**config.mk**
```make
export PLATFORM = sky130hd
export DESIGN_NAME = spsm_top
export DESIGN_NICKNAME = d
export VERILOG_FILES = /design/src/spsm_pkg.sv /design/src/spsm_ret_mem.sv /design/src/spsm_top.sv
export SDC_FILE = /design/constraint.sdc
export NUM_CORES = 1
export LEC_CHECK = 0
export BUFFER_PORTS_ARGS = -buffer_cell sky130_fd_sc_hd__buf_4
export CAP_MARGIN = 25
export CELL_PAD_IN_SITES_DETAIL_PLACEMENT = 2
export CELL_PAD_IN_SITES_GLOBAL_PLACEMENT = 2
export CORE_MARGIN = 2
export CORE_UTILIZATION = 46
export DETAILED_ROUTE_END_ITERATION = 7
export PLACE_DENSITY_LB_ADDON = 0.1
export SYNTH_ARGS = -nofsm -noshare
export SYNTH_HDL_FRONTEND = slang
export SYNTH_HIERARCHICAL = 1
export SYNTH_SLANG_ARGS = --single-unit
```
**constraint.sdc**
```tcl
create_clock -name clk -period 6.35 [get_ports clk]
set_input_delay 1.27 -clock clk [delete_from_list [all_inputs] [get_ports clk]]
set_output_delay 1.27 -clock clk [all_outputs]
set_load 0.01 [all_outputs]
```
**src/spsm_pkg.sv**
```systemverilog
// Overview of operation
// - flag supply faults, drive error_out_n low
// - supply valid status readable by host
// - auto power-up, supplies valid any order
// - boot from reset or wake, all on
// - leave boot only when switched supplies good
// - core switches turned on one by one
// - run entry starts oscillator, calibration, link
// - low-power request saves configuration to retention
// - saved state: switches off, manager disabled
// - sleep follows saving with no command
// - sleep keeps supplies off, clocks stopped
// - wakeup restores configuration from retention automatically
// - any bus access wakes; host clears later
// - self-clearing global soft reset to defaults
// - soft reset after sleep reloads retention
package spsm_pkg;
   // ----------------------------------------------------------
   // sizes
   // ----------------------------------------------------------
   localparam int NSUP = 4;
   localparam int NCFG = 4;
   localparam int RET_DEPTH = 8;
   localparam int RET_AW = 3;
   localparam int ADDR_W = 6;
   // ----------------------------------------------------------
   // register byte offsets
   // ----------------------------------------------------------
   localparam logic [ADDR_W-1:0] OFF_CTRL = 6'h00;
   localparam logic [ADDR_W-1:0] OFF_STATUS = 6'h04;
   localparam logic [ADDR_W-1:0] OFF_DIAG0 = 6'h08;
   localparam logic [ADDR_W-1:0] OFF_DIAG1 = 6'h0c;
   localparam logic [ADDR_W-1:0] OFF_CFG0 = 6'h10;
   localparam logic [ADDR_W-1:0] OFF_CFG1 = 6'h14;
   localparam logic [ADDR_W-1:0] OFF_CFG2 = 6'h18;
   localparam logic [ADDR_W-1:0] OFF_CFG3 = 6'h1c;
   localparam logic [ADDR_W-1:0] OFF_SCRATCH = 6'h20;
   // ----------------------------------------------------------
   // control fields and reset values
   // ----------------------------------------------------------
   localparam int CTRL_LOWPWR = 0;
   localparam int CTRL_LINKHOLD = 1;
   localparam int CTRL_WAKEA = 2;
   localparam int CTRL_WAKEB = 3;
   localparam int CTRL_SOFTRST = 4;
   localparam logic RST_WAKE_EN = 1'b1;
   localparam logic [31:0] RST_CFG = 32'h0000_0000;
   // ----------------------------------------------------------
   // timing: switch step is a least time, rounded up
   // ----------------------------------------------------------
   localparam int CLK_PERIOD_NS = 50;
   localparam int SWITCH_STEP_NS = 2000;
   localparam int SWITCH_STEP_CYC = (SWITCH_STEP_NS + CLK_PERIOD_NS - 1) / CLK_PERIOD_NS;
   localparam int STEP_W = $clog2(SWITCH_STEP_CYC + 1);
   // ----------------------------------------------------------
   // types
   // ----------------------------------------------------------
   typedef enum logic [2:0] {
      ST_RESET   = 3'h0,
      ST_BOOT    = 3'h1,
      ST_RUN     = 3'h3,
      ST_SAVE    = 3'h2,
      ST_SAVED   = 3'h6,
      ST_SLEEP   = 3'h7,
      ST_RESTORE = 3'h5
   } spsm_state_e;

   typedef struct packed {
      logic read;
      logic write;
      logic [ADDR_W-1:0] address;
      logic [3:0] byteenable;
      logic [31:0] writedata;
   } spsm_av_req_s;

   typedef struct packed {
      logic waitrequest;
      logic [31:0] readdata;
   } spsm_av_rsp_s;

   typedef struct packed {
      logic we;
      logic [RET_AW-1:0] waddr;
      logic [31:0] wdata;
      logic [RET_AW-1:0] raddr;
   } spsm_mem_req_s;
endpackage

```
**src/spsm_ret_mem.sv**
```systemverilog
`timescale 1ns/1ps
`default_nettype none
module spsm_ret_mem #(
   parameter int W = 32,
   parameter int DEPTH = 8,
   parameter int AW = 3
) (
   input wire logic clk,                     // core clock
   input wire logic reset_n,                 // sync reset, read register only
   input wire spsm_pkg::spsm_mem_req_s req,  // write and read port
   output logic [W-1:0] rdata                // registered read data
);
   typedef struct packed {
      logic [DEPTH-1:0][W-1:0] mem;
      logic [W-1:0] rdata;
   } spsm_mem_st_s;

   spsm_mem_st_s q;
   spsm_mem_st_s d;

   // ----------------------------------------------------------
   // contents survive reset, only the read register clears
   // ----------------------------------------------------------
   always_comb begin
      d = q;
      d.rdata = q.mem[req.raddr];
      if (req.we) begin
         d.mem[req.waddr] = req.wdata;
      end
      if (!reset_n) begin
         d.rdata = '0;
      end
   end

   // state register
   always_ff @(posedge clk) begin
      q <= d;
   end

   assign rdata = q.rdata;
endmodule // spsm_ret_mem
`default_nettype wire

```
**src/spsm_top.sv**
```systemverilog
`timescale 1ns/1ps
`default_nettype none
module spsm_top (
   input wire logic clk,                          // reference clock, 20 MHz
   input wire logic reset_n,                      // power-up reset, sync, active low
   input wire spsm_pkg::spsm_av_req_s av_req,     // avalon-mm request
   output spsm_pkg::spsm_av_rsp_s av_rsp,         // avalon-mm answer
   input wire logic [spsm_pkg::NSUP-1:0] supply_uv,   // undervoltage per rail
   input wire logic [spsm_pkg::NSUP-1:0] supply_ov,   // overvoltage per rail
   input wire logic [spsm_pkg::NSUP-1:0] switch_good, // post-switch rail valid
   input wire logic remote_wake_a,                // wake request from link a
   input wire logic remote_wake_b,                // wake request from link b
   output logic [spsm_pkg::NSUP-1:0] switch_en,   // core power switches
   output logic pm_enable,                        // manager sub-blocks on
   output logic core_clk_en,                      // core clock gate
   output logic osc_warmup_start,                 // pulse on run entry
   output logic calib_start,                      // pulse on run entry
   output logic link_start,                       // pulse on run entry
   output logic link_hold,                        // link held in reset
   output logic error_out_n,                      // supply failure, active low
   output logic [2:0] power_state                 // current state code
);
   localparam int N = spsm_pkg::NSUP;
   localparam logic [spsm_pkg::STEP_W-1:0] STEP_LAST =
      spsm_pkg::STEP_W'(spsm_pkg::SWITCH_STEP_CYC - 1);
   localparam logic [spsm_pkg::RET_AW-1:0] SAVE_LAST = spsm_pkg::RET_AW'(spsm_pkg::NCFG);
   localparam logic [spsm_pkg::RET_AW-1:0] REST_LAST =
      spsm_pkg::RET_AW'(spsm_pkg::NCFG + 1);

   typedef struct packed {
      spsm_pkg::spsm_state_e state;
      logic low_power;
      logic link_hold;
      logic wake_en_a;
      logic wake_en_b;
      logic [spsm_pkg::NCFG-1:0][31:0] cfg;
      logic [31:0] scratch;
      logic [N-1:0] diag_uv;
      logic [N-1:0] diag_ov;
      logic [N-1:0] sw_en;
      logic [spsm_pkg::STEP_W-1:0] step;
      logic [spsm_pkg::RET_AW-1:0] idx;
      logic resume;
      logic from_srst;
      logic ret_valid;
      logic pm_en;
      logic clk_en;
      logic err_n;
      logic osc_start;
      logic cal_start;
      logic link_start;
      spsm_pkg::spsm_av_rsp_s rsp;
      spsm_pkg::spsm_mem_req_s mem;
   } spsm_top_st_s;

   spsm_top_st_s q;
   spsm_top_st_s n;
   logic [31:0] mem_rdata;
   logic [N-1:0] ext_ok;
   logic busy;
   logic [31:0] ctrl_word;

   // ----------------------------------------------------------
   // byte-lane merge for writes
   // ----------------------------------------------------------
   function automatic logic [31:0] be_merge(input logic [31:0] old_v,
                                            input logic [31:0] new_v,
                                            input logic [3:0] be);
      logic [31:0] r;
      r = old_v;
      for (int i = 0; i < 4; i++) begin
         if (be[i]) begin
            r[i*8 +: 8] = new_v[i*8 +: 8];
         end
      end
      return r;
   endfunction

   // ----------------------------------------------------------
   // retention memory
   // ----------------------------------------------------------
   spsm_ret_mem #(
      .W(32),
      .DEPTH(spsm_pkg::RET_DEPTH),
      .AW(spsm_pkg::RET_AW)
   ) u_ret_mem (
      .clk(clk),
      .reset_n(reset_n),
      .req(q.mem),
      .rdata(mem_rdata)
   );

   // rail validity and bus stall
   assign ext_ok = ~supply_uv & ~supply_ov;
   assign ctrl_word = {28'h0000000, q.wake_en_b, q.wake_en_a, q.link_hold, q.low_power};
   assign busy = !((q.state == spsm_pkg::ST_RUN) ||
                   (!q.resume && (q.state == spsm_pkg::ST_RESET ||
                                  q.state == spsm_pkg::ST_BOOT)));

   // ----------------------------------------------------------
   // next state: bus slave, supervision, sequencer
   // ----------------------------------------------------------
   always_comb begin
      logic wr_done;
      logic lp_set;
      logic srst;
      logic wake;
      logic [N-1:0] clr_uv;
      logic [N-1:0] clr_ov;
      wr_done = 1'b0;
      lp_set = 1'b0;
      srst = 1'b0;
      wake = 1'b0;
      clr_uv = '0;
      clr_ov = '0;
      n = q;
      n.osc_start = 1'b0;
      n.cal_start = 1'b0;
      n.link_start = 1'b0;
      n.mem.we = 1'b0;
      n.rsp.waitrequest = 1'b1;
      wr_done = !q.rsp.waitrequest && av_req.write;
      // bus: a write lands on the edge that sees waitrequest low
      if (wr_done) begin
         case (av_req.address)
            spsm_pkg::OFF_CTRL: begin
               if (av_req.byteenable[0]) begin
                  n.low_power = av_req.writedata[spsm_pkg::CTRL_LOWPWR];
                  n.link_hold = av_req.writedata[spsm_pkg::CTRL_LINKHOLD];
                  n.wake_en_a = av_req.writedata[spsm_pkg::CTRL_WAKEA];
                  n.wake_en_b = av_req.writedata[spsm_pkg::CTRL_WAKEB];
                  lp_set = av_req.writedata[spsm_pkg::CTRL_LOWPWR];
                  srst = av_req.writedata[spsm_pkg::CTRL_SOFTRST];
               end
            end
            spsm_pkg::OFF_DIAG0: begin
               if (av_req.byteenable[0]) begin
                  clr_uv = av_req.writedata[N-1:0];
               end
            end
            spsm_pkg::OFF_DIAG1: begin
               if (av_req.byteenable[0]) begin
                  clr_ov = av_req.writedata[N-1:0];
               end
            end
            spsm_pkg::OFF_CFG0, spsm_pkg::OFF_CFG1,
            spsm_pkg::OFF_CFG2, spsm_pkg::OFF_CFG3: begin
               n.cfg[av_req.address[3:2]] =
                  be_merge(q.cfg[av_req.address[3:2]], av_req.writedata, av_req.byteenable);
            end
            spsm_pkg::OFF_SCRATCH: begin
               n.scratch = be_merge(q.scratch, av_req.writedata, av_req.byteenable);
            end
            default: begin
            end
         endcase
      end else if (q.rsp.waitrequest && (av_req.read || av_req.write) && !busy) begin
         n.rsp.waitrequest = 1'b0;
         if (av_req.read) begin
            case (av_req.address)
               spsm_pkg::OFF_CTRL: n.rsp.readdata = ctrl_word;
               spsm_pkg::OFF_STATUS: n.rsp.readdata = {16'h0000, switch_good, ext_ok, 3'h0,
                                                       q.ret_valid, q.resume, q.state};
               spsm_pkg::OFF_DIAG0: n.rsp.readdata = {28'h0000000, q.diag_uv};
               spsm_pkg::OFF_DIAG1: n.rsp.readdata = {28'h0000000, q.diag_ov};
               spsm_pkg::OFF_CFG0, spsm_pkg::OFF_CFG1,
               spsm_pkg::OFF_CFG2, spsm_pkg::OFF_CFG3:
                  n.rsp.readdata = q.cfg[av_req.address[3:2]];
               spsm_pkg::OFF_SCRATCH: n.rsp.readdata = q.scratch;
               default: n.rsp.readdata = 32'h0000_0000;
            endcase
         end
      end
      // supervision in every state, a new fault beats a clear
      n.diag_uv = (q.diag_uv & ~clr_uv) | supply_uv;
      n.diag_ov = (q.diag_ov & ~clr_ov) | supply_ov;
      n.err_n = ~(|n.diag_uv || |n.diag_ov);
      // any bus access or an allowed remote request ends sleep
      wake = av_req.read || av_req.write ||
             (remote_wake_a && q.wake_en_a) || (remote_wake_b && q.wake_en_b);
      // sequencer
      case (q.state)
         spsm_pkg::ST_RESET: begin
            n.sw_en = '0;
            n.step = '0;
            if (&ext_ok) begin
               n.state = spsm_pkg::ST_BOOT;
            end
         end
         spsm_pkg::ST_BOOT: begin
            n.pm_en = 1'b1;
            n.clk_en = 1'b1;
            if (!(&q.sw_en)) begin
               if (q.step == STEP_LAST) begin
                  n.step = '0;
                  n.sw_en = {q.sw_en[N-2:0], 1'b1};
               end else begin
                  n.step = q.step + 1'b1;
               end
            end else if (&switch_good) begin
               if (q.resume) begin
                  n.state = spsm_pkg::ST_RESTORE;
                  n.idx = '0;
                  n.mem.raddr = '0;
               end else begin
                  n.state = spsm_pkg::ST_RUN;
               end
            end
         end
         spsm_pkg::ST_RUN: begin
            n.resume = 1'b0;
            if (srst) begin
               n.cfg = {spsm_pkg::NCFG{spsm_pkg::RST_CFG}};
               n.scratch = spsm_pkg::RST_CFG;
               n.low_power = 1'b0;
               n.link_hold = 1'b0;
               n.wake_en_a = spsm_pkg::RST_WAKE_EN;
               n.wake_en_b = spsm_pkg::RST_WAKE_EN;
               if (q.ret_valid) begin
                  n.state = spsm_pkg::ST_RESTORE;
                  n.from_srst = 1'b1;
                  n.idx = '0;
                  n.mem.raddr = '0;
               end
            end else if (lp_set || (q.from_srst && q.low_power)) begin
               n.from_srst = 1'b0;
               n.state = spsm_pkg::ST_SAVE;
               n.idx = '0;
            end else begin
               n.from_srst = 1'b0;
            end
         end
         spsm_pkg::ST_SAVE: begin
            n.mem.we = 1'b1;
            n.mem.waddr = q.idx;
            n.mem.wdata = (q.idx == '0) ? ctrl_word : q.cfg[2'(q.idx - 3'h1)];
            if (q.idx == SAVE_LAST) begin
               n.ret_valid = 1'b1;
               n.state = spsm_pkg::ST_SAVED;
            end else begin
               n.idx = q.idx + 1'b1;
            end
         end
         spsm_pkg::ST_SAVED: begin
            n.sw_en = '0;
            n.pm_en = 1'b0;
            n.state = spsm_pkg::ST_SLEEP;
         end
         spsm_pkg::ST_SLEEP: begin
            n.sw_en = '0;
            n.clk_en = 1'b0;
            n.pm_en = 1'b0;
            n.step = '0;
            if (wake) begin
               n.resume = 1'b1;
               n.state = spsm_pkg::ST_BOOT;
            end
         end
         spsm_pkg::ST_RESTORE: begin
            n.mem.raddr = q.idx + 1'b1;
            n.idx = q.idx + 1'b1;
            if (q.idx == 3'h1) begin
               n.low_power = mem_rdata[spsm_pkg::CTRL_LOWPWR];
               n.link_hold = mem_rdata[spsm_pkg::CTRL_LINKHOLD];
               n.wake_en_a = mem_rdata[spsm_pkg::CTRL_WAKEA];
               n.wake_en_b = mem_rdata[spsm_pkg::CTRL_WAKEB];
            end else if (q.idx != '0) begin
               n.cfg[2'(q.idx - 3'h2)] = mem_rdata;
            end
            if (q.idx == REST_LAST) begin
               n.state = spsm_pkg::ST_RUN;
            end
         end
         default: begin
            n.state = spsm_pkg::ST_RESET;
         end
      endcase
      // run entry kicks oscillator, calibration and link
      if (n.state == spsm_pkg::ST_RUN && q.state != spsm_pkg::ST_RUN) begin
         n.osc_start = 1'b1;
         n.cal_start = 1'b1;
         n.link_start = 1'b1;
      end
      // power-up reset, retention validity forgotten
      if (!reset_n) begin
         n = '0;
         n.state = spsm_pkg::ST_RESET;
         n.wake_en_a = spsm_pkg::RST_WAKE_EN;
         n.wake_en_b = spsm_pkg::RST_WAKE_EN;
         n.cfg = {spsm_pkg::NCFG{spsm_pkg::RST_CFG}};
         n.scratch = spsm_pkg::RST_CFG;
         n.err_n = 1'b1;
         n.rsp.waitrequest = 1'b1;
      end
   end

   // state register
   always_ff @(posedge clk) begin
      q <= n;
   end

   // ----------------------------------------------------------
   // outputs straight from the state register
   // ----------------------------------------------------------
   assign av_rsp = q.rsp;
   assign switch_en = q.sw_en;
   assign pm_enable = q.pm_en;
   assign core_clk_en = q.clk_en;
   assign osc_warmup_start = q.osc_start;
   assign calib_start = q.cal_start;
   assign link_start = q.link_start;
   assign link_hold = q.link_hold;
   assign error_out_n = q.err_n;
   assign power_state = q.state;
endmodule // spsm_top
`default_nettype wire
```
======== Yosys cells after proc, flatten, opt, wreduce, memory -nomap -nowiden ========
Cells that the tools add are included.
storage, ports and cells
  output and inout bits ................... 47
  logic and storage cells ................. 235
  bits in registers ....................... 557
operators by class
  $add $sub $neg .......................... 4
  equality and inequality tests ........... 32
  reduce and logical (&&, ||, !) cells .... 49
  multiplexer cells ....................... 91
  bitwise logic cells ..................... 12
  magnitude comparators ................... 8
operators by type and width
  operator                                             count
  two-way mux 128 bit                                  3
  two-way mux 164 bit                                  2
  two-way mux 32 bit                                   10
  case mux 132 bit (2 select lines)                    1
  bitwise mux 128 bit                                  2
  bitwise mux 256 bit                                  1
  case mux 32 bit (6 select lines)                     1
  binary-select mux 32 bit (select 2 bit)              2
  demux 32 bit (select 2 bit)                          2
  two-way mux 8 bit                                    16
  binary-select mux 32 bit (select 3 bit)              1
  demux 32 bit (select 3 bit)                          1
  two-way mux 3 bit                                    19
  two-way mux 36 bit                                   1
  two-way mux 4 bit                                    9
  two-way mux 33 bit                                   1
  equality test 6 x 5 -> 1 bit, second input constant  4
  case mux 3 bit (7 select lines)                      1
  NOT 4 bit                                            4
  equality test 3 bit, second input constant           5
  AND 4 bit                                            3
  equality test 6 x 4 -> 1 bit, second input constant  2
  equality test 6 bit, second input constant           2
  inequality test 2 bit, second input constant         6
  other kinds (41)                                     97

======== Longest topological paths before layout ========
  word-level depth ........................ 12
  depth in mapped cells ................... 12
  mapped depth without buffers ............ 7

======== Hierarchy ========
Netlist, hierarchy kept.
modules (own cells, without submodules)
  module        cells each  area an instance (um2)  times used
  spsm_top      1496        13538.0                 1
  spsm_ret_mem  555         10996.8                 1

======== Worst setup path after synthesis ========
Ideal clock, no wire load.
  path type ............................... flip-flop to flip-flop
  start ................................... register, netlist name q[81]
  end ..................................... register, netlist name q[23]
  path buffers ............................ 6
  cell stages (with the launch flop) ...... 12
  data required time ...................... 6.222 ns
  library setup time ...................... 0.128 ns
  arrival ................................. 3.342 ns
  path slack .............................. 2.880 ns
  path through ............................ dfxtp_1 > buf_2 > buf_1 > buf_1 > inv_1 > ha_1 > buf_2 > buf_1 > clkbuf_1 > mux4_2 > a22oi_1 > nor2_1

==> impl_metrics.ini <==
[final_layout]
fin_nets = 2099
multiInputGateArea_mm2 = 0.00953
register_area_mm2 = 0.0137
diodes = 0
nFillCells = 4960
area_delta_synth_final_pct = 11.8
finalInstanceArea_mm2 = 0.0274
drive_gt1_share_pct = 21.5

[timing]
finalSetupTns_ps = 0
period_share_pct = 58.1
final-hold-violation-count = 0
max-slew-margin-rel_pct = 29.9
tightestPinTransition_ps = 1050
max_freq_ghz = 0.271
rsz0062_at_grt = false
fin_crit_ps = 3690
slew_viol_final = 0
finalSetupViolations = 0
skew_ps = 42.7

[synth]
synth_top_area_cell = edfxtp_1
synth_area_per_cell_um2 = 12.0
synth_warnings = 6
yosysTopAreaCellShare_pct = 31.3
async_flop_share_pct = 0
ys_ff_latch = 555
ys.flop_type = dfxtp_1
syn-instance-count = 2051
syn_area_mm2 = 0.0245
synth_edf_count = 256
synth_nets = 2116
synth_area_leaders = edfxtp_1 31%, dfxtp_1 24%, mux4_2 9.1%
synth_cell_types = 71
yosysSeqAreaShare_pct = 55.7

[cts]
cts_made_buffers = 60
cts-htree-levels = 2
cts_resized = 0
cts_buffer_depth = 3
post_cts_buffers = 0
path_clk_slew_ps = 60
cts_tree = done
clock_latency_ps = 660
clock_sinks = 555
clock-root-buffer = clkbuf_16
cts_hold_buf = 0

[setup_path]
start_kind = input port
crit_type = in -> reg
cp_common_cell = buf_4
cpPeakStageDelay_ps = 790
reg2reg_to = q[215]
path_max_fanout = 48
endpoint_kind = flip-flop
crit_cells = 7
timing.rr.start = power_state[0]
rr_worst_depth = 7
rrSetupSlack_ps = 3300
cp.arrival_ps = 4250
slowest_stage = clkinv_2
crit_buf_inv = 4
cpLargestDelayFamily = buffers and inverters
required_ps = 6910
crit_chain = buf_4 > clkinv_2 > nor2_2 > buf_4 > nand2_1 > buf_4 > o21ai_0

[floorplanning]
core_mm2 = 0.0527
rows = 84
fp.dieW_um = 235
start_util_pct = 46.6
ios = 107
die_area_mm2 = 0.0552
die_h_um = 235

[route]
antenna_left = 0
drt_wl_total_um = 85400
drt_first_pass_iters = 7
vias_per_cell = 6.41
drc = 0
drtIter0Drc = 1282
vias = 17775
wl_per_cell_um = 30.8

[global_routing]
grt_max_degree = 61
track_usage_pct = 30.6
grt_pass1_wl_um = 128000
antenna_found_initial = 0
grt_pass1_vias = 18883
grt_overflow = 0

[min_path]
min_path_cells = 2
whs_endpoint = av_rsp[9]
hp-start = av_rsp[9]
holdCritPathClass = reg -> reg

[flow_run]
drv_cap = 0

[outcome]
outcome = complete, no violations

[pwr]
ir_drop_mv = 0.239
p_per_area_mw_per_mm2 = 279
p_leak_nw = 9.32

[placed_design]
numPortBuffers = 106
dpl-instance-area_mm2 = 0.0253
routabilityCongestion = 0.793
dp_hpwl_um = 53700
-- power by group --
part / internal (mW) / switching, mW
registers: 3.72 / 0.0140
clock network: 2.12 / 1.56
logic: 0.0740 / 0.154
total: 5.91 / 1.73
-- through the flow --
step | util, % | power [mW] | cells | hold WS (ps) | worst slack, ps
floorplan | - | 3.93 | 2051 | 437 | 2880
CTS | 52.1 | 7.70 | 2770 | 488 | 2690
detailed placement | 48.1 | 4.03 | 2659 | 472 | 2060
global placement | 48.1 | 4.02 | 2658 | 455 | 2110
finish | 52.1 | 7.65 | 2771 | 481 | 2660
global route | 52.1 | 7.86 | 2771 | 503 | 2510
-- worst min-delay path, cell delays in order, from the launching register on --
cell and delay [ps]:
dfxtp_1 320, nand2_1 50, a21oi_1 60
-- logic make-up (layout without fill, tap and decap cells) --
group,after synthesis,in the layout,share of synthesized area [%]
simple gates,468,468,8.34
fa+ha+maj,5,5,0.255
xor+xnor,3,3,0.107
mux,244,244,15.2
compound gates,505,505,14.5
buf+inv,271,303,5.84
flops,555,555,55.7
-- worst max path at each step --
stage / to / slack, ps / start
floorplan: q[23] / 2880 / q[81]
global placement: q[218] / 2110 / reset_n
detailed placement: q[218] / 2060 / reset_n
CTS: q[154] / 2690 / reset_n
global route: q[227] / 2510 / av_req[39]
finish: q[218] / 2660 / reset_n
-- flip-flops by register name, indices dropped and copies added (netlist names) --
name / cells
link_hold: 1
u_ret_mem/rdata: 32
power_state: 3
osc_warmup_start: 1
u_ret_mem/q: 256
ctrl_word: 3
core_clk_en: 1
switch_en: 4
error_out_n: 1
av_rsp: 33
q: 219
pm_enable: 1
-- layer usage --
metal	wire, µm	global-route usage [%]	vias to the layer above
met4	1600	6.96	0
met1	36700	41.5	9450
li1	-	-	7645
met2	42200	51.8	565
met5	0	0	-
met3	4850	4.99	115
-- synthesized netlist by cell type (all sizes together) (7+ instances only) --
cell type,instances
dfxtp,299
edfxtp,256
nand2,229
o21ai,167
nor2,154
buf,123
mux2i,109
clkbuf,102
mux4,99
a22oi,71
o22ai,57
inv,46
a21oi,40
mux2,36
a221oi,33
o211ai,27
o2111ai,23
a22o,20
nand3,20
and2,11
nor3,9
a211oi,7
a222oi,7
a2bb2oi,7
a32o,7
nand2b,7
-- cell type report --
cell class / count / area share (%)
inverter: 46 / 0.634
multi-input combinational: 1225 / 34.7
clock buffer: 90 / 6.70
tap: 688 / 3.14
clock inverter: 21 / 0.862
timing repair buffer: 146 / 4.04
sequential: 555 / 49.9
-- cell usage in the layout, fill, tap and decap left out, types with 27 or more instances in the layout --
| cell type | count |
|---|---|
| mux2i_1 | 109 |
| dfxtp_1 | 295 |
| edfxtp_1 | 256 |
| mux2_2 | 36 |
| buf_4 | 144 |
| clkbuf_16 | 63 |
| o22ai_1 | 57 |
| nand2_1 | 228 |
| nor2_1 | 145 |
| a221oi_2 | 29 |
| a21oi_1 | 40 |
| inv_1 | 45 |
| o21ai_0 | 157 |
| mux4_2 | 99 |
| a22oi_1 | 71 |
| o211ai_1 | 27 |
(Power assumes the default switching activity.)
